<file path="src/design/atc_pkg.sv">
package atc_pkg;
    // ------------------------------------------------------------
    // Clock and timing
    // ------------------------------------------------------------
    localparam int CLK_NS        = 10;
    localparam int CLK_MHZ       = 100;
    localparam int OUT_PULSE_NS  = 50;
    localparam int OUT_PULSE_CYC = (OUT_PULSE_NS + CLK_NS - 1) / CLK_NS;
    localparam int SD_DELAY_NS   = 50;
    localparam int SD_DELAY_CYC  = (SD_DELAY_NS + CLK_NS - 1) / CLK_NS;
    localparam int SD_WIDTH_NS   = 400;
    localparam int SD_WIDTH_CYC  = (SD_WIDTH_NS + CLK_NS - 1) / CLK_NS;
    localparam int EDGE_MIN_NS   = 10;
    localparam int EDGE_MIN_CYC  = (EDGE_MIN_NS + CLK_NS - 1) / CLK_NS;
    localparam int TBASE_MIN_NS  = 23;
    localparam int TBASE_MIN_CYC = (TBASE_MIN_NS + CLK_NS - 1) / CLK_NS;
    localparam int TB_FAST_MHZ   = 20;
    localparam int TB_FAST_CYC   = CLK_MHZ / TB_FAST_MHZ;
    localparam int TB_SLOW_KHZ   = 100;
    localparam int TB_SLOW_CYC   = CLK_MHZ * 1000 / TB_SLOW_KHZ;

    // ------------------------------------------------------------
    // Routable inputs: 0 front input, 1..6 backplane lines, 7 star
    // ------------------------------------------------------------
    localparam int          NUM_LINES = 8;
    localparam logic [3:0]  SRC_INTERNAL = 4'h8;

    // ------------------------------------------------------------
    // Register offsets
    // ------------------------------------------------------------
    localparam logic [7:0] REG_CTRL     = 8'h00;
    localparam logic [7:0] REG_ROUTE    = 8'h04;
    localparam logic [7:0] REG_POL      = 8'h08;
    localparam logic [7:0] REG_SCAN_IVL = 8'h0C;
    localparam logic [7:0] REG_CONV_IVL = 8'h10;
    localparam logic [7:0] REG_PRE_CNT  = 8'h14;
    localparam logic [7:0] REG_POST_CNT = 8'h18;
    localparam logic [7:0] REG_CONV_NUM = 8'h1C;
    localparam logic [7:0] REG_CMD      = 8'h20;
    localparam logic [7:0] REG_STATUS   = 8'h24;
    localparam logic [7:0] REG_REMAIN   = 8'h28;

    // ------------------------------------------------------------
    // Field positions
    // ------------------------------------------------------------
    localparam int CTRL_PRETRIG   = 0;
    localparam int CTRL_START_OE  = 1;
    localparam int CTRL_REF_OE    = 2;
    localparam int CTRL_SCAN_OE   = 3;
    localparam int CTRL_CONV_OE   = 4;
    localparam int CTRL_SCAN_LVL  = 5;
    localparam int CTRL_SD_EN     = 6;
    localparam int CTRL_SD_POL    = 7;
    localparam int CTRL_SW_GATE   = 8;
    localparam int CTRL_TB_SLOW   = 9;
    localparam int CTRL_W         = 10;

    // Source fields of the route register, four bits each
    localparam int SIG_START = 0;
    localparam int SIG_REF   = 1;
    localparam int SIG_SCAN  = 2;
    localparam int SIG_CONV  = 3;
    localparam int SIG_GATE  = 4;
    localparam int SIG_TBASE = 5;
    localparam int NUM_SIGS  = 6;

    localparam int CMD_START = 0;
    localparam int CMD_STOP  = 1;

    // ------------------------------------------------------------
    // Reset values
    // ------------------------------------------------------------
    localparam logic [CTRL_W-1:0]     CTRL_RST     = 10'h000;
    localparam logic [NUM_SIGS*4-1:0] ROUTE_RST    = 24'h888888;
    localparam logic [NUM_SIGS-1:0]   POL_RST      = 6'h00;
    localparam logic [31:0]           IVL_RST      = 32'h0000_0001;
    localparam logic [31:0]           COUNT_RST    = 32'h0000_0001;

    typedef enum logic [1:0] {
        ATC_IDLE,
        ATC_PRE,
        ATC_WAIT_REF,
        ATC_POST
    } atc_seq_t;
endpackage : atc_pkg

</file>
<file path="src/design/atc_if.sv">
`timescale 1ns/10ps
interface atc_if;
    logic [7:0] trig;
    logic       start_o;
    logic       start_oe;
    logic       ref_o;
    logic       ref_oe;
    logic       scan_o;
    logic       scan_oe;
    logic       conv_o_n;
    logic       conv_oe;
    logic       sdone_o;

    modport dev (
        input  trig,
        output start_o, start_oe, ref_o, ref_oe, scan_o, scan_oe, conv_o_n, conv_oe, sdone_o
    );
    modport ext (
        output trig,
        input  start_o, start_oe, ref_o, ref_oe, scan_o, scan_oe, conv_o_n, conv_oe, sdone_o
    );
endinterface : atc_if

</file>
<file path="src/design/atc_dev.sv">
`timescale 1ns/10ps
module atc_dev #(
    parameter int CW = 24
) (
    input  wire logic        mclk,
    input  wire logic        rst_n,
    input  wire logic        ce,
    input  wire logic [7:0]  addr,
    input  wire logic [31:0] wdata,
    input  wire logic        wr,
    input  wire logic        rd,
    output logic      [31:0] rdata,
    atc_if.dev               pins
);
    import atc_pkg::*;

    // ------------------------------------------------------------
    // Helpers
    // ------------------------------------------------------------
    function automatic logic sel_lvl(input logic [7:0] v, input logic [3:0] src, input logic pol);
        sel_lvl = src[3] ? 1'b0 : (v[src[2:0]] ^ pol);
    endfunction : sel_lvl

    function automatic logic [3:0] src_of(input logic [NUM_SIGS*4-1:0] r, input int idx);
        src_of = r[idx*4 +: 4];
    endfunction : src_of

    // ------------------------------------------------------------
    // Registers
    // ------------------------------------------------------------
    logic [CTRL_W-1:0]     ctrl_q;
    logic [NUM_SIGS*4-1:0] route_q;
    logic [NUM_SIGS-1:0]   pol_q;
    logic [CW-1:0]         scan_ivl_q;
    logic [CW-1:0]         conv_ivl_q;
    logic [CW-1:0]         pre_q;
    logic [CW-1:0]         post_q;
    logic [CW-1:0]         conv_num_q;
    logic [31:0]           rdata_q;
    atc_seq_t              seq_q;
    logic [CW-1:0]         remain_q;
    logic                  in_scan_q;

    logic cmd_start;
    logic cmd_stop;
    assign cmd_start = wr && (addr == REG_CMD) && wdata[CMD_START];
    assign cmd_stop  = wr && (addr == REG_CMD) && wdata[CMD_STOP];

    always_ff @(posedge mclk or negedge rst_n) begin
        if (!rst_n) begin
            ctrl_q     <= CTRL_RST;
            route_q    <= ROUTE_RST;
            pol_q      <= POL_RST;
            scan_ivl_q <= IVL_RST[CW-1:0];
            conv_ivl_q <= IVL_RST[CW-1:0];
            pre_q      <= COUNT_RST[CW-1:0];
            post_q     <= COUNT_RST[CW-1:0];
            conv_num_q <= COUNT_RST[CW-1:0];
        end else if (ce && wr) begin
            case (addr)
                REG_CTRL:     ctrl_q     <= wdata[CTRL_W-1:0];
                REG_ROUTE:    route_q    <= wdata[NUM_SIGS*4-1:0];
                REG_POL:      pol_q      <= wdata[NUM_SIGS-1:0];
                REG_SCAN_IVL: scan_ivl_q <= wdata[CW-1:0];
                REG_CONV_IVL: conv_ivl_q <= wdata[CW-1:0];
                REG_PRE_CNT:  pre_q      <= wdata[CW-1:0];
                REG_POST_CNT: post_q     <= wdata[CW-1:0];
                REG_CONV_NUM: conv_num_q <= wdata[CW-1:0];
                default: ;
            endcase
        end
    end

    always_ff @(posedge mclk or negedge rst_n) begin
        if (!rst_n) begin
            rdata_q <= 32'h0000_0000;
        end else if (ce) begin
            rdata_q <= 32'h0000_0000;
            if (rd) begin
                case (addr)
                    REG_CTRL:     rdata_q <= 32'(ctrl_q);
                    REG_ROUTE:    rdata_q <= 32'(route_q);
                    REG_POL:      rdata_q <= 32'(pol_q);
                    REG_SCAN_IVL: rdata_q <= 32'(scan_ivl_q);
                    REG_CONV_IVL: rdata_q <= 32'(conv_ivl_q);
                    REG_PRE_CNT:  rdata_q <= 32'(pre_q);
                    REG_POST_CNT: rdata_q <= 32'(post_q);
                    REG_CONV_NUM: rdata_q <= 32'(conv_num_q);
                    REG_STATUS:   rdata_q <= {29'h0, in_scan_q, seq_q};
                    REG_REMAIN:   rdata_q <= 32'(remain_q);
                    default:      rdata_q <= 32'h0000_0000;
                endcase
            end
        end
    end
    assign rdata = rdata_q;

    // ------------------------------------------------------------
    // Input synchronisers and detection
    // ------------------------------------------------------------
    logic [7:0] sync1_q;
    logic [7:0] sync2_q;
    logic [7:0] sync3_q;

    always_ff @(posedge mclk or negedge rst_n) begin
        if (!rst_n) begin
            sync1_q <= 8'h00;
            sync2_q <= 8'h00;
            sync3_q <= 8'h00;
        end else if (ce) begin
            sync1_q <= pins.trig;
            sync2_q <= sync1_q;
            sync3_q <= sync2_q;
        end
    end

    logic [NUM_SIGS-1:0] lvl;
    logic [NUM_SIGS-1:0] edg;
    always_comb begin
        for (int i = 0; i < NUM_SIGS; i++) begin
            lvl[i] = sel_lvl(sync2_q, src_of(route_q, i), pol_q[i]);
            edg[i] = lvl[i] & ~sel_lvl(sync3_q, src_of(route_q, i), pol_q[i]);
        end
    end

    function automatic logic is_int(input logic [NUM_SIGS*4-1:0] r, input int idx);
        logic [3:0] s;
        s      = src_of(r, idx);
        is_int = s[3];
    endfunction : is_int

    // ------------------------------------------------------------
    // Timebase and scan interval counter
    // ------------------------------------------------------------
    logic [9:0]    tb_cnt_q;
    logic [CW-1:0] si_q;
    logic          tb_tick;
    logic          active;
    logic          scan_req;
    logic          scan_go;
    logic          conv_go;
    logic          last_conv;
    logic          start_ev;
    logic          ref_ev;

    assign active = (seq_q != ATC_IDLE);
    // External timebase is edge-detected; each active-going transition is one tick
    assign tb_tick = is_int(route_q, SIG_TBASE) ? (tb_cnt_q == 10'h000) : edg[SIG_TBASE];

    always_ff @(posedge mclk or negedge rst_n) begin
        if (!rst_n) begin
            tb_cnt_q <= 10'h000;
        end else if (ce) begin
            if (tb_cnt_q == 10'h000) begin
                tb_cnt_q <= ctrl_q[CTRL_TB_SLOW] ? 10'(TB_SLOW_CYC - 1) : 10'(TB_FAST_CYC - 1);
            end else begin
                tb_cnt_q <= tb_cnt_q - 10'h001;
            end
        end
    end

    always_ff @(posedge mclk or negedge rst_n) begin
        if (!rst_n) begin
            si_q <= '0;
        end else if (ce) begin
            if (!active) begin
                si_q <= scan_ivl_q;
            end else if (tb_tick) begin
                si_q <= (si_q == '0) ? scan_ivl_q : si_q - 1'b1;
            end
        end
    end

    assign scan_req = is_int(route_q, SIG_SCAN) ? (active && tb_tick && si_q == '0) : edg[SIG_SCAN];
    // Gate is sampled only where a scan would begin
    assign scan_go  = scan_req && active && !in_scan_q && remain_q != '0 && seq_q != ATC_IDLE
                      && !lvl[SIG_GATE] && !ctrl_q[CTRL_SW_GATE];

    // ------------------------------------------------------------
    // Acquisition sequencer
    // ------------------------------------------------------------
    assign start_ev = (seq_q == ATC_IDLE) &&
                      (is_int(route_q, SIG_START) ? cmd_start : edg[SIG_START]);
    assign ref_ev   = (seq_q == ATC_WAIT_REF) && edg[SIG_REF];

    always_ff @(posedge mclk or negedge rst_n) begin
        if (!rst_n) begin
            seq_q    <= ATC_IDLE;
            remain_q <= '0;
        end else if (ce) begin
            if (cmd_stop) begin
                seq_q <= ATC_IDLE;
            end else begin
                case (seq_q)
                    ATC_IDLE: begin
                        if (start_ev) begin
                            seq_q    <= ctrl_q[CTRL_PRETRIG] ? ATC_PRE : ATC_POST;
                            remain_q <= ctrl_q[CTRL_PRETRIG] ? pre_q : post_q;
                        end
                    end
                    ATC_PRE: begin
                        if (remain_q == '0) begin
                            seq_q    <= ATC_WAIT_REF;
                            remain_q <= post_q;
                        end else if (scan_go) begin
                            remain_q <= remain_q - 1'b1;
                        end
                    end
                    ATC_WAIT_REF: begin
                        if (ref_ev) begin
                            seq_q <= ATC_POST;
                        end
                    end
                    ATC_POST: begin
                        if (remain_q == '0 && !in_scan_q) begin
                            seq_q <= ATC_IDLE;
                        end else if (scan_go) begin
                            remain_q <= remain_q - 1'b1;
                        end
                    end
                    default: seq_q <= ATC_IDLE;
                endcase
            end
        end
    end

    // ------------------------------------------------------------
    // Scan and conversion timing
    // ------------------------------------------------------------
    logic [CW-1:0] ci_q;
    logic [CW-1:0] nconv_q;

    assign conv_go   = in_scan_q && (is_int(route_q, SIG_CONV) ? (ci_q == '0) : edg[SIG_CONV]);
    assign last_conv = conv_go && (nconv_q <= CW'(1));

    always_ff @(posedge mclk or negedge rst_n) begin
        if (!rst_n) begin
            in_scan_q <= 1'b0;
            ci_q      <= '0;
            nconv_q   <= '0;
        end else if (ce) begin
            if (cmd_stop || last_conv) begin
                in_scan_q <= 1'b0;
                ci_q      <= conv_ivl_q;
            end else if (scan_go) begin
                in_scan_q <= 1'b1;
                ci_q      <= conv_ivl_q;
                nconv_q   <= conv_num_q;
            end else if (in_scan_q) begin
                ci_q <= (ci_q == '0) ? conv_ivl_q : ci_q - 1'b1;
                if (conv_go) begin
                    nconv_q <= nconv_q - 1'b1;
                end
            end else begin
                ci_q <= conv_ivl_q;
            end
        end
    end

    // ------------------------------------------------------------
    // Output pulses: start, reference, scan, convert
    // ------------------------------------------------------------
    logic [3:0] pev;
    logic [3:0] pout_q;
    logic [3:0] pt_q [4];
    logic       scan_o_q;

    assign pev = {conv_go, scan_go, ref_ev, start_ev};

    always_ff @(posedge mclk or negedge rst_n) begin
        if (!rst_n) begin
            pout_q <= 4'h8;
            for (int i = 0; i < 4; i++) begin
                pt_q[i] <= 4'h0;
            end
        end else if (ce) begin
            for (int i = 0; i < 4; i++) begin
                pt_q[i]   <= pev[i] ? 4'(OUT_PULSE_CYC) : ((pt_q[i] != 4'h0) ? pt_q[i] - 4'h1 : 4'h0);
                // Convert output is active low
                pout_q[i] <= (pev[i] || pt_q[i] > 4'h1) ^ (i == 3);
            end
        end
    end

    always_ff @(posedge mclk or negedge rst_n) begin
        if (!rst_n) begin
            scan_o_q <= 1'b0;
        end else if (ce) begin
            if (ctrl_q[CTRL_SCAN_LVL]) begin
                scan_o_q <= scan_go || (in_scan_q && !last_conv && !cmd_stop);
            end else begin
                scan_o_q <= scan_go || pt_q[2] > 4'h1;
            end
        end
    end

    // ------------------------------------------------------------
    // Sample-done pulse
    // ------------------------------------------------------------
    logic [3:0] sd_dly_q;
    logic [5:0] sd_w_q;
    logic       sdone_q;

    always_ff @(posedge mclk or negedge rst_n) begin
        if (!rst_n) begin
            sd_dly_q <= 4'h0;
            sd_w_q   <= 6'h00;
            sdone_q  <= 1'b0;
        end else if (ce) begin
            if (conv_go && ctrl_q[CTRL_SD_EN]) begin
                sd_dly_q <= 4'(SD_DELAY_CYC);
            end else if (sd_dly_q != 4'h0) begin
                sd_dly_q <= sd_dly_q - 4'h1;
            end
            if (sd_dly_q == 4'h1) begin
                sd_w_q <= 6'(SD_WIDTH_CYC);
            end else if (sd_w_q != 6'h00) begin
                sd_w_q <= sd_w_q - 6'h01;
            end
            sdone_q <= ctrl_q[CTRL_SD_POL] ^ (sd_dly_q == 4'h1 || sd_w_q > 6'h01);
        end
    end

    assign pins.start_o  = pout_q[0];
    assign pins.ref_o    = pout_q[1];
    assign pins.conv_o_n = pout_q[3];
    assign pins.scan_o   = scan_o_q;
    assign pins.sdone_o  = sdone_q;
    assign pins.start_oe = ctrl_q[CTRL_START_OE];
    assign pins.ref_oe   = ctrl_q[CTRL_REF_OE];
    assign pins.scan_oe  = ctrl_q[CTRL_SCAN_OE];
    assign pins.conv_oe  = ctrl_q[CTRL_CONV_OE];
endmodule : atc_dev

</file>
<file path="src/flat_wrapper.sv">
// flat-port wrapper written by rule: the top's interface ports become plain ports
module atc_dev_flat import atc_pkg::*;
#(
    parameter int CW = 24
)
  (mclk, rst_n, ce, addr, wdata, wr, rd, rdata, pins_trig, pins_start_o, pins_start_oe, pins_ref_o, pins_ref_oe, pins_scan_o, pins_scan_oe, pins_conv_o_n, pins_conv_oe, pins_sdone_o);
  atc_if pins_i ();
  input  wire logic mclk;
  input  wire logic rst_n;
  input  wire logic ce;
  input  wire logic [7:0] addr;
  input  wire logic [31:0] wdata;
  input  wire logic wr;
  input  wire logic rd;
  output logic      [31:0] rdata;
  input wire logic [$bits(pins_i.trig)-1:0] pins_trig;
  output wire logic [$bits(pins_i.start_o)-1:0] pins_start_o;
  output wire logic [$bits(pins_i.start_oe)-1:0] pins_start_oe;
  output wire logic [$bits(pins_i.ref_o)-1:0] pins_ref_o;
  output wire logic [$bits(pins_i.ref_oe)-1:0] pins_ref_oe;
  output wire logic [$bits(pins_i.scan_o)-1:0] pins_scan_o;
  output wire logic [$bits(pins_i.scan_oe)-1:0] pins_scan_oe;
  output wire logic [$bits(pins_i.conv_o_n)-1:0] pins_conv_o_n;
  output wire logic [$bits(pins_i.conv_oe)-1:0] pins_conv_oe;
  output wire logic [$bits(pins_i.sdone_o)-1:0] pins_sdone_o;
  assign pins_i.trig = pins_trig;
  assign pins_start_o = pins_i.start_o;
  assign pins_start_oe = pins_i.start_oe;
  assign pins_ref_o = pins_i.ref_o;
  assign pins_ref_oe = pins_i.ref_oe;
  assign pins_scan_o = pins_i.scan_o;
  assign pins_scan_oe = pins_i.scan_oe;
  assign pins_conv_o_n = pins_i.conv_o_n;
  assign pins_conv_oe = pins_i.conv_oe;
  assign pins_sdone_o = pins_i.sdone_o;
  atc_dev #(.CW(CW)) u_core (.mclk(mclk), .rst_n(rst_n), .ce(ce), .addr(addr), .wdata(wdata), .wr(wr), .rd(rd), .rdata(rdata), .pins(pins_i));
endmodule
</file>
<file path="config.mk">
export PLATFORM = sky130hd
export DESIGN_NAME = atc_dev_flat
export DESIGN_NICKNAME = d
export VERILOG_FILES = /design/src/design/atc_pkg.sv /design/src/design/atc_if.sv /design/src/design/atc_dev.sv /design/src/flat_wrapper.sv
export SDC_FILE = /design/constraint.sdc
export NUM_CORES = 1
export LEC_CHECK = 0
export ABC_AREA = 0
export BUFFER_PORTS_ARGS = -buffer_cell sky130_fd_sc_hd__buf_2
export CORE_UTILIZATION = 40
export CTS_CLUSTER_SIZE = 25
export DETAILED_ROUTE_END_ITERATION = 10
export GPL_TIMING_DRIVEN = 0
export PLACE_DENSITY = 0.56
export SLEW_MARGIN = 20
export SYNTH_ARGS = -nofsm -noshare
export SYNTH_HDL_FRONTEND = slang
export SYNTH_SLANG_ARGS = --single-unit
</file>
<file path="constraint.sdc">
create_clock -name mclk -period 3.5 [get_ports mclk]
set_input_delay 0.525 -clock mclk [delete_from_list [all_inputs] [get_ports mclk]]
set_output_delay 0.525 -clock mclk [all_outputs]
set_load 0.05 [all_outputs]
</file>
# [Yosys cells after proc, flatten, opt, wreduce, memory -nomap -nowiden]
# Cells that the tools add are included.
[totals] ff_bits=357 word_cells=243 input_bits=53 output_inout_bits=41
[op_classes] addsub=11 magnitude_cmp=12 mux=79 reduce_logical=67 eq_ne=21 n_bitwise=25
[op_table] cell="$mux W24" count=15
[op_table] cell="$pmux W24 S10" count=1
[op_table] cell="$sub A24 B1 Y24 const B" count=4
[op_table] cell="$logic_not A24 Y1" count=3
[op_table] cell="$pmux W24 S3" count=1
[op_table] cell="$mux W4" count=10
[op_table] cell="$bmux W1 S3" count=11
[op_table] cell="$eq A8 B5 Y1 const B" count=4
[op_table] cell="$mux W32" count=1
[op_table] cell="$mux W1" count=29
[op_table] cell="$eq A8 B6 Y1 const B" count=3
[op_table] cell="$le A24 B1 Y1 const B" count=1
[op_table] cell="$lt A3 B4 Y1 const B" count=6
[op_table] cell="$reduce_and A2 Y1" count=12
[op_table] cell="$reduce_bool A24 Y1" count=1
[op_table] cell="$logic_and A1 B1 Y1" count=20
[op_table] cell="$mux W10" count=2
[op_table] cell="$reduce_bool A4 Y1" count=5
[op_table] cell="$sub A4 B1 Y4 const B" count=5
[op_table] cell="$eq A8 B4 Y1 const B" count=2
[op_table] cell="$gt A4 B1 Y1 const B" count=4
[op_table] cell="$mux W2" count=6
[op_table] cell="$mux W6" count=2
[op_table] cell="$ne A3 B1 Y1 const B" count=4
[op_table] cell="other kinds (23)" count=63

# [Longest topological paths before layout]
# Gate-level depths: netlist of the first run.
[logic_depth] depth_word=19 mapped_depth=12 depth_no_buf=10

# [Worst setup path before layout of the first run]
# No wires, ideal clock.
[synth_timing] path_type="reg2reg" from="register u_core.si_q[14]" to="register u_core.remain_q[3]" arrival_time_ps=2835 setup_time_ps=126 synth_period_minus_slack_ps=2961 path_stages_with_launch=10 path_slack_ps=539 t_required_ps=3374 path_cell_list="dfrtp_1 -> or4_4 -> or3_4 -> nor4_4 -> a31o_2 -> a31oi_2 -> buf_4 -> o41ai_2 -> o31ai_1 -> a221o_1"
[synth_between] elab_chain_len=12
[synth_rtl] element="from (decl)" line="atc_dev.sv:136" text="logic [CW-1:0] si_q;"
[synth_rtl] element="from (signal assigned)" line="atc_dev.sv:167" text="si_q <= scan_ivl_q;"
[synth_rtl] element="from (signal assigned)" line="atc_dev.sv:169" text="si_q <= (si_q == '0) ? scan_ivl_q : si_q - 1'b1;"
[synth_rtl] element="$logic_not A24 Y1 *" line="atc_dev.sv:174" text="assign scan_req = is_int(route_q, SIG_SCAN) ? (active && tb_tick && si_q == '0) : edg[SIG_SCAN];"
[synth_rtl] element="$logic_and A1 B1 Y1 *" line="atc_dev.sv:174"
[synth_rtl] element="$mux W1 *" line="atc_dev.sv:174"
[synth_rtl] element="$logic_and A1 B1 Y1 * (4 in series)" line="atc_dev.sv:176" text="assign scan_go = scan_req && active && !in_scan_q && remain_q != '0 && seq_q != ATC_IDLE"
[synth_rtl] element="$logic_and A1 B1 Y1 * (2 in series)" line="atc_dev.sv:177" text="&& !lvl[SIG_GATE] && !ctrl_q[CTRL_SW_GATE];"
[synth_rtl] element="$mux W24 *"
[synth_rtl] element="$mux W24 (on tied branches)"
[synth_rtl] element="$pmux W24 S3 *"
[synth_rtl] element="to (signal assigned)" line="atc_dev.sv:198" text="remain_q <= ctrl_q[CTRL_PRETRIG] ? pre_q : post_q;"
[synth_rtl] element="to (signal assigned)" line="atc_dev.sv:204" text="remain_q <= post_q;"
[synth_rtl] element="to (signal assigned)" line="atc_dev.sv:206" text="remain_q <= remain_q - 1'b1;"
[synth_rtl] element="to (decl)" line="atc_dev.sv:41" text="logic [CW-1:0] remain_q;"
# Every way passes the cells marked *; elsewhere a longest branch is shown, timed or not. The select of a mux whose other input is x is not followed.
# A chain may end at the register's enable or synchronous reset.

# [Worst setup path in the final report of the first run]
[layout_timing] from="register u_core.remain_q[2]" to="register u_core.seq_q[1]"
[layout_between] elab_chain_len=4
[layout_rtl] element="$logic_not A24 Y1 *" line="atc_dev.sv:202, atc_dev.sv:215"
[layout_rtl] element="$logic_and A1 B1 Y1" line="atc_dev.sv:215" text="if (remain_q == '0 && !in_scan_q) begin"
[layout_rtl] element="$ne A3 B1 Y1 (no line)"
[layout_rtl] element="$reduce_and A5 Y1 (no line) *"
[layout_rtl] element="to (signal assigned)" line="atc_dev.sv:197" text="seq_q <= ctrl_q[CTRL_PRETRIG] ? ATC_PRE : ATC_POST;"
[layout_rtl] element="to (decl)" line="atc_dev.sv:40" text="atc_seq_t seq_q;"
# Every way passes the cells marked *; elsewhere a longest branch is shown, timed or not.

==> reports/results.tsv, run 1 <==
stage	metric	value	unit
global_route	via_count_of_the_first_global_routing_pass	15700	
timing	tightestPinTransition	1.11	ns
placement	place_congestion	0.943	
routing	dr.first_iter.drc_count	2267	
hold_path	timing.hold.worst.class	primary input to flop	
final_layout	num-nets-final	2031	
final_layout	fillers	4378	
clocking	clock_latency	0.58	ns
yosys	synth_seq_cells	348	
timing	slew-limit-headroom	0.252	
floorplan	ios	94	
floorplan	floorplan.die.height	219	um
timing	max_slew_violations	0	
routing	antenna_violating_nets_post_route	0	
floorplan	rows	79	
clocking	cts_buffer_depth	3	
yosys	synth.area.top_cells	sky130_fd_sc_hd__dfrtp_1 (45%), sky130_fd_sc_hd__mux2_2 (12%), sky130_fd_sc_hd__o21ai_0 (3.2%)	
clocking	clkSinkCount	348	
floorplan	fp.coreArea	0.0466	mm^2
yosys	synth_top_cell_area_share	0.446	
final_layout	multi_input_comb_area	0.00964	mm^2
routing	num_vias	16500	
yosys	postSynthCellCount	1835	
timing	fmax	296	MHz
timing	layout_min_cycle_time	3.38	ns
yosys	postSynthAreaPerCell	10.3	um^2
power_and_ir_drop	static-leakage-power	9.52	nW
final_layout	area.sequential	0.00872	mm^2
yosys	mappedNetlistArea	0.0189	mm^2
setup_path	worst-setup-path-type	flop to flop	
run_status	outcome	finished, final reports clean	
clocking	numCtsBuffers	41	
final_layout	finalNonFillerCells	2601	
final_layout	drive_above_1_share	0.229	
routing	post_drt_wl_per_cell	26.8	um
timing	finalCritPeriodShare	0.966	
routing	routed_via_density	6.34	
clocking	cts_tree	done	
clocking	cts.htree.levels	2	
setup_path	cp.arrival	3.84	ns
global_route	grt_overflow	0	
routing	tritonroute_pass_1_iters	6	
yosys	synth_seq_area_share	0.463	
global_route	grt_first_pass_wirelength	104000	um
placement	detailed_place_hpwl	51800	um
yosys	asyncSetResetFlopFracSynth	1.00	
routing	wirelength	69600	um
yosys	synth.lib_cells_used.distinct	78	
yosys	synth.largest_area_cell	sky130_fd_sc_hd__dfrtp_1	
placement	place.port_buffers	74	
timing	worst_hold_slack	0.175	ns
power_and_ir_drop	power.density_cell_area	662	mW/mm^2
global_route	pin_count_of_the_biggest_net_entering_global_routing	94	
floorplan	initial_core_util	0.405	
floorplan	floorplan.die_area	0.0480	mm^2
clocking	clkSlewWorstSetupHoldPaths	0.06	ns
timing	setup-tns-final	0	ns
timing	hold_viol_final	0	
final_layout	syn2layout_area_growth	15.3	%
global_route	antenna_violations_before_repair	1	
yosys	postSynth.topFlopCell	sky130_fd_sc_hd__dfrtp_1	
routing	route.detailed.drc	0	
yosys	synth_edf_count	0	
setup_path	worst_path_fanout_max	10	
setup_path	setup.worst_path.end_class	flop	
placement	dp.cells	2527	
setup_path	worst_setup_path_start_kind	flop	
floorplan	dieWidth	219	um
job	cap_viol_max_count	0	
global_route	overall_fraction_of_global_route_tracks_in_use	0.295	
timing	report.final.setup_viol	0	
power_and_ir_drop	max-vdd-ir-drop	0.000478	V
timing	clock_skew	0.0199	ns
yosys	ys.warnings.count	0	
clocking	cts.root.buffer_cell	sky130_fd_sc_hd__clkbuf_16	
setup_path	worst_ep_required_time	3.95	ns
power_and_ir_drop	final_total_power	14.4	mW
==> critical path, cell delays in order, from the launching register on <==
cell and delay (ns):
sky130_fd_sc_hd__dfrtp_1 0.58, sky130_fd_sc_hd__nor4_4 0.43, sky130_fd_sc_hd__nand3_1 0.25, sky130_fd_sc_hd__or3_1 0.41, sky130_fd_sc_hd__clkbuf_1 0.29, sky130_fd_sc_hd__a21oi_4 0.32
sky130_fd_sc_hd__clkbuf_2 0.34, sky130_fd_sc_hd__o22ai_1 0.12, sky130_fd_sc_hd__a31oi_1 0.19, sky130_fd_sc_hd__o21ai_0 0.13, sky130_fd_sc_hd__o2bb2ai_1 0.18
==> layout make-up <==
cell class	count	share of cell area
plain buffers	117	0.0242
clock buffers	61	0.0580
multi-input cells	1324	0.443
diodes	1	0.000115
clock inverters	13	0.00575
repair buffers	83	0.0244
inverters	47	0.00817
well taps	607	0.0349
flip-flops and latches	348	0.401
==> kinds of logic after synthesis <==
group	after synthesis	share of synthesized area
and+or+nand+nor	531	0.141
AOI/OAI and AO/OA	514	0.187
DFF	348	0.463
muxes	248	0.158
buffers and inverters	170	0.0364
adders and majority gates	16	0.0106
xor gates and xnor gates	7	0.00325
other	1	0.000199
==> where the power goes <==
group / total (mW) / internal [mW] / switching, mW
registers: 5.50 / 4.67 / 0.833
logic: 4.50 / 1.56 / 2.94
clock network: 4.40 / 2.58 / 1.82
total: 14.4 / 8.81 / 5.60
==> sequential cells by signal, summed over array words and instances (netlist names), 2 cells and up <==
| register | flops |
|---|---|
| u_core.sync1_q | 8 |
| u_core.pt_q | 16 |
| u_core.sd_w_q | 6 |
| u_core.pout_q | 3 |
| u_core.ci_q | 24 |
| u_core.sync3_q | 8 |
| u_core.remain_q | 24 |
| u_core.si_q | 24 |
| u_core.nconv_q | 24 |
| u_core.tb_cnt_q | 10 |
| u_core.sync2_q | 8 |
| u_core.post_q | 24 |
| u_core.seq_q | 2 |
| u_core.conv_num_q | 24 |
| u_core.rdata | 24 |
| u_core.pol_q | 6 |
| u_core.route_q | 24 |
| u_core.pre_q | 24 |
| u_core.scan_ivl_q | 24 |
| u_core.conv_ivl_q | 24 |
| u_core.sd_dly_q | 4 |
| u_core.ctrl_q | 10 |
==> per-layer routing <==
metal | global-route usage | routed length [um] | vias up
met3 | 0.0431 | 5630 | 137
met2 | 0.452 | 31200 | 811
li1 | - | - | 7225
met4 | 0.122 | 2900 | 0
met1 | 0.417 | 29900 | 8324
met5 | 0 | 0 | -
==> cell usage after synthesis (6+ instances only) <==
cell and count:
sky130_fd_sc_hd__a211oi_1 10, sky130_fd_sc_hd__a22o_1 50, sky130_fd_sc_hd__o21a_1 14, sky130_fd_sc_hd__and2_1 9
sky130_fd_sc_hd__a221oi_1 7, sky130_fd_sc_hd__a222oi_1 17, sky130_fd_sc_hd__o22ai_1 7, sky130_fd_sc_hd__nor4_1 31
sky130_fd_sc_hd__nor3_1 61, sky130_fd_sc_hd__nand3_1 73, sky130_fd_sc_hd__buf_4 9, sky130_fd_sc_hd__o2bb2ai_1 20
sky130_fd_sc_hd__mux2_2 194, sky130_fd_sc_hd__a22oi_1 78, sky130_fd_sc_hd__nor2_1 136, sky130_fd_sc_hd__nand3b_1 9
sky130_fd_sc_hd__a21oi_1 86, sky130_fd_sc_hd__o41ai_1 8, sky130_fd_sc_hd__inv_1 45, sky130_fd_sc_hd__mux2i_1 33
sky130_fd_sc_hd__nand2b_1 13, sky130_fd_sc_hd__mux4_2 21, sky130_fd_sc_hd__and3_1 8, sky130_fd_sc_hd__or2_2 9
sky130_fd_sc_hd__o211ai_1 21, sky130_fd_sc_hd__dfrtp_1 336, sky130_fd_sc_hd__o31ai_1 13, sky130_fd_sc_hd__or4_1 6
sky130_fd_sc_hd__or3_1 21, sky130_fd_sc_hd__buf_1 10, sky130_fd_sc_hd__nand2_1 99, sky130_fd_sc_hd__dfstp_2 12
sky130_fd_sc_hd__buf_2 12, sky130_fd_sc_hd__nor3b_1 7, sky130_fd_sc_hd__nand4_1 21, sky130_fd_sc_hd__clkbuf_1 92
sky130_fd_sc_hd__a21boi_0 6, sky130_fd_sc_hd__ha_1 16, sky130_fd_sc_hd__nor2b_1 8, sky130_fd_sc_hd__o21ai_0 119
sky130_fd_sc_hd__a31oi_1 16
==> stage by stage <==
step / instance area, um^2 / worst slack [ns] / util
floorplan: 18900 / 0.539 / -
global placement: 20000 / -5.21 / 0.430
detailed placement: 20100 / -0.801 / 0.433
CTS: 21600 / 0.00352 / 0.465
global route: 21700 / -0.00209 / 0.467
finish: 21700 / 0.118 / 0.467
==> final timing paths <==
path | startpoint | end | slack [ns] | depth (start not counted)
max | u_core.remain_q[2] | u_core.seq_q[1] | 0.12 | 10
max reg2reg | u_core.remain_q[2] | u_core.seq_q[1] | 0.12 | 10
min reg2reg | u_core.pout_q[3] | u_core.pout_q[3] | 0.47 | 2
min | pins_trig[2] | u_core.sync1_q[2] | 0.18 | 2
min in group asynchronous | rst_n | u_core.pt_q[2] | 0.52 | 2
max in group asynchronous | rst_n | u_core.conv_num_q[0] | 1.94 | 4
==> cells in the final DEF, fill, tap and decap left out, types with 21 or more instances in the layout <==
cell type and n:
sky130_fd_sc_hd__dfrtp_1 336, sky130_fd_sc_hd__mux2_2 194, sky130_fd_sc_hd__nor2_1 135, sky130_fd_sc_hd__o21ai_0 118, sky130_fd_sc_hd__nand2_1 99, sky130_fd_sc_hd__a21oi_1 85
sky130_fd_sc_hd__clkbuf_1 80, sky130_fd_sc_hd__buf_2 80, sky130_fd_sc_hd__a22oi_1 78, sky130_fd_sc_hd__nand3_1 72, sky130_fd_sc_hd__nor3_1 57, sky130_fd_sc_hd__a22o_1 50
sky130_fd_sc_hd__inv_1 45, sky130_fd_sc_hd__clkbuf_16 41, sky130_fd_sc_hd__mux2i_1 32, sky130_fd_sc_hd__nor4_1 24, sky130_fd_sc_hd__or3_1 21, sky130_fd_sc_hd__mux4_2 21
sky130_fd_sc_hd__nand4_1 21, sky130_fd_sc_hd__o211ai_1 21
==> what timing repair did <==
item / in CTS / in global routing
cloned: 0 / 0
setup buffers: 3 / 1
pin swaps: 2 / 1
hold buffers: 1 / 0
resized for setup: 25 / 30
setup endpoints to repair: 87 / 88
endpoints found under the hold margin: 56 / 0
No activity file was read; power rests on OpenSTA's default activity.
==> run 2, diff against run 1 <==
--- a/config.mk
+++ b/config.mk
@@ -5,12 +5,12 @@
 export SDC_FILE = /design/constraint.sdc
 export NUM_CORES = 1
 export LEC_CHECK = 0
-export ABC_AREA = 0
+export ABC_AREA = 1
 export BUFFER_PORTS_ARGS = -buffer_cell sky130_fd_sc_hd__buf_2
 export CORE_UTILIZATION = 40
+export CTS_CLUSTER_DIAMETER = 200
 export CTS_CLUSTER_SIZE = 25
 export DETAILED_ROUTE_END_ITERATION = 10
-export GPL_TIMING_DRIVEN = 0
 export PLACE_DENSITY = 0.56
 export SLEW_MARGIN = 20
 export SYNTH_ARGS = -nofsm -noshare
==> run 2 against run 1 <==
- area after synthesis up 8.9%
- sequential share of layout area down 0.74 points
- first-iteration DRC count down 22%
- non-clock buffer count down 62
- final cell count up 38%
- critical endpoint is now u_core.si_q[9]
- sequential power up 3%
- via count up 20%
- largest power group is now combinational cells
- power down 3.6%
- critical path depth up 1
==> reports/results.tsv, run 2 <==
stage	metric	value	unit	change
timing	grt_setup_unrepaired	false		
yosys	ys.warnings.count	0		unchanged
timing	layout_min_cycle_time	2.99	ns	was 3.38 ns
timing	setup-tns-final	0	ns	unchanged
yosys	postSynth.topFlopCell	sky130_fd_sc_hd__dfrtp_1		unchanged
routing	tritonroute_pass_1_iters	6		unchanged
yosys	mappedNetlistArea	0.0205	mm^2	was 0.0189 mm^2
global_route	overall_fraction_of_global_route_tracks_in_use	0.292		was 0.295
setup_path	worst_ep_required_time	3.98	ns	was 3.95 ns
routing	post_drt_wl_per_cell	21.3	um	was 26.8 um
floorplan	initial_core_util	0.408		was 0.405
yosys	synth_top_cell_area_share	0.409		was 0.446
clocking	clock_latency	0.56	ns	was 0.58 ns
setup_path	cp.arrival	3.47	ns	was 3.84 ns
placement	place_congestion	0.998		was 0.943
routing	route.detailed.drc	0		unchanged
setup_path	worst_setup_path_start_kind	flop		unchanged
routing	num_vias	19800		was 16500
final_layout	fillers	5238		was 4378
global_route	pin_count_of_the_biggest_net_entering_global_routing	85		was 94
clocking	cts_tree	done		unchanged
floorplan	floorplan.die_area	0.0523	mm^2	was 0.0480 mm^2
placement	detailed_place_hpwl	56500	um	was 51800 um
final_layout	layout_commonest_cell	sky130_fd_sc_hd__nand2_1		was sky130_fd_sc_hd__dfrtp_1
timing	report.final.setup_viol	0		unchanged
setup_path	worst-setup-path-type	flop to flop		unchanged
global_route	via_count_of_the_first_global_routing_pass	18500		was 15700
floorplan	rows	82		was 79
yosys	synth.area.top_cells	sky130_fd_sc_hd__dfrtp_1 (41%), sky130_fd_sc_hd__nand2_1 (16%), sky130_fd_sc_hd__o21ai_0 (8.8%)		was sky130_fd_sc_hd__dfrtp_1 (45%), sky130_fd_sc_hd__mux2_2 (12%), sky130_fd_sc_hd__o21ai_0 (3.2%)
clocking	clkSinkCount	348		unchanged
routing	routed_via_density	5.53		was 6.34
clocking	cts.root.buffer_cell	sky130_fd_sc_hd__clkbuf_16		unchanged
hold_path	timing.hold.worst.class	primary input to flop		unchanged
yosys	synth.lib_cells_used.distinct	55		was 78
routing	dr.first_iter.drc_count	1777		was 2267
job	cap_viol_max_count	0		unchanged
timing	clock_skew	0.0205	ns	was 0.0199 ns
timing	finalCritPeriodShare	0.855		was 0.966
yosys	postSynthAreaPerCell	7.12	um^2	was 10.3 um^2
timing	fmax	334	MHz	was 296 MHz
yosys	synth_seq_cells	348		unchanged
global_route	grt_first_pass_wirelength	116000	um	was 104000 um
timing	hold_viol_final	0		unchanged
yosys	synth_edf_count	0		unchanged
final_layout	multi_input_comb_area	0.00998	mm^2	was 0.00964 mm^2
global_route	grt_overflow	0		unchanged
power_and_ir_drop	static-leakage-power	10.5	nW	was 9.52 nW
floorplan	floorplan.die.height	229	um	was 219 um
final_layout	top_library_cells_by_usage_in_the_layout_fill_and_taps_aside	sky130_fd_sc_hd__nand2_1 (851), sky130_fd_sc_hd__o21ai_0 (363), sky130_fd_sc_hd__dfrtp_1 (336)		was sky130_fd_sc_hd__dfrtp_1 (336), sky130_fd_sc_hd__mux2_2 (194), sky130_fd_sc_hd__nor2_1 (135)
yosys	synth.largest_area_cell	sky130_fd_sc_hd__dfrtp_1		unchanged
run_status	outcome	finished, final reports clean		unchanged
timing	worst_hold_slack	0.158	ns	was 0.175 ns
yosys	asyncSetResetFlopFracSynth	1.00		unchanged
power_and_ir_drop	max-vdd-ir-drop	0.000294	V	was 0.000478 V
placement	place.port_buffers	77		was 74
clocking	cts_buffer_depth	3		unchanged
yosys	synth_seq_area_share	0.425		was 0.463
final_layout	num-nets-final	2970		was 2031
clocking	clkSlewWorstSetupHoldPaths	0.11	ns	was 0.06 ns
clocking	numCtsBuffers	17		was 41
clocking	cts.htree.levels	1		was 2
final_layout	syn2layout_area_growth	7.89	%	was 15.3%
yosys	postSynthCellCount	2883		was 1835
timing	tightestPinTransition	0.926	ns	was 1.11 ns
power_and_ir_drop	power.density_cell_area	627	mW/mm^2	was 662 mW/mm^2
floorplan	fp.coreArea	0.0504	mm^2	was 0.0466 mm^2
clocking	post_cts.resized_instances	0		was 25
floorplan	ios	94		unchanged
final_layout	drive_above_1_share	0.0704		was 0.229
final_layout	area.sequential	0.00872	mm^2	unchanged
timing	slew-limit-headroom	0.367		was 0.252
floorplan	dieWidth	229	um	was 219 um
setup_path	setup.worst_path.end_class	flop		unchanged
global_route	antenna_violations_before_repair	1		unchanged
routing	antenna_violating_nets_post_route	0		unchanged
yosys	synth_most_common_cell	sky130_fd_sc_hd__nand2_1		was sky130_fd_sc_hd__dfrtp_1
timing	max_slew_violations	0		unchanged
setup_path	worst_path_fanout_max	25		was 10
routing	wirelength	76500	um	was 69600 um
yosys	synth_top_cells_by_count	sky130_fd_sc_hd__nand2_1 (851), sky130_fd_sc_hd__o21ai_0 (363), sky130_fd_sc_hd__dfrtp_1 (336)		was sky130_fd_sc_hd__dfrtp_1 (336), sky130_fd_sc_hd__mux2_2 (194), sky130_fd_sc_hd__nor2_1 (136)
## run 2: cell count changes after synthesis, sizes merged, moves of 22 or more
cell   previous run  this run
or3              22         0
o21ai           121       396
nor3             61        33
a22oi            78         4
a22o             50        16
mux2            194         0
xor2              2        59
nor2            136       226
nand2            99       853
mux2i            33         1
nand3            73       149
a21oi            86       151
inv              46       315
nor4             33        11
## run 2: metrics by stage
step           cell area, um^2  instances  utilization  setup WS [ns]  power (mW)
2_1_floorplan            20600       2890            -           1.34        9.88
3_3_place_gp             21700       3553        0.430          0.540        11.3
3_5_place_dp             21700       3553        0.430          0.543        11.5
4_1_cts                  22200       3583        0.440          0.566        13.9
5_1_grt                  22200       3583        0.440          0.219        15.0
6_report                 22200       3585        0.440          0.507        13.9
## run 2: cell families after synthesis
family / after synthesis / share of synthesized area
simple gates: 1309 / 0.259
compound gates: 671 / 0.184
buf+inv: 463 / 0.0907
flops: 348 / 0.425
xor+xnor: 74 / 0.0316
fa+ha+maj: 16 / 0.00975
other cells: 1 / 0.000183
mux: 1 / 0.000487
## run 2: power breakdown
| group | switching, mW | leakage [nW] | total, mW | internal [mW] |
|---|---|---|---|---|
| sequential | 0.875 | 4.53 | 5.67 | 4.80 |
| clock | 1.43 | 0.230 | 2.39 | 0.953 |
| combinational | 3.83 | 5.73 | 5.83 | 2.00 |
| total | 6.13 | 10.5 | 13.9 | 7.75 |
## run 2: final timing paths
kind	slack [ns]	to	depth (start not counted)	from
max	0.51	u_core.si_q[9]	11	u_core.si_q[0]
min	0.16	u_core.sync1_q[0]	3	pins_trig[0]
max reg2reg	0.51	u_core.si_q[9]	11	u_core.si_q[0]
min reg2reg	0.49	u_core.sync1_q[5]	2	u_core.sync1_q[5]
max in group asynchronous	2.02	u_core.rdata[22]	3	rst_n
min in group asynchronous	0.56	u_core.sync1_q[0]	2	rst_n
## run 2: worst max-delay path: stages (launching register included)
cell	delay [ns]
sky130_fd_sc_hd__dfrtp_1	0.41
sky130_fd_sc_hd__inv_1	0.08
sky130_fd_sc_hd__ha_1	0.20
sky130_fd_sc_hd__nand2_1	0.08
sky130_fd_sc_hd__inv_1	0.16
sky130_fd_sc_hd__nand4_1	0.22
sky130_fd_sc_hd__or2_2	0.33
sky130_fd_sc_hd__nand2_1	0.37
sky130_fd_sc_hd__inv_1	0.50
sky130_fd_sc_hd__o311ai_0	0.27
sky130_fd_sc_hd__o21ai_0	0.14
sky130_fd_sc_hd__o21ai_0	0.16
## run 2: what timing repair did
item	in CTS	in global routing
hold buffers	1	0
buffers inserted	0	0
hold endpoints to repair	3	0
## run 2: cell type report
type / instances / area share
antenna: 2 / 0.000226
tap: 672 / 0.0379
multi-input combinational: 2079 / 0.451
timing repair buffer: 138 / 0.0421
sequential: 348 / 0.394
clock buffer: 29 / 0.0217
inverter: 317 / 0.0537
## run 2: per-layer routing
metal | vias to the layer above | global-route usage | share of wire
met5 | - | 0 | 0
met4 | 0 | 0.102 | 0.036
met3 | 112 | 0.0308 | 0.070
met2 | 765 | 0.457 | 0.45
met1 | 9534 | 0.417 | 0.45
li1 | 9400 | - | -
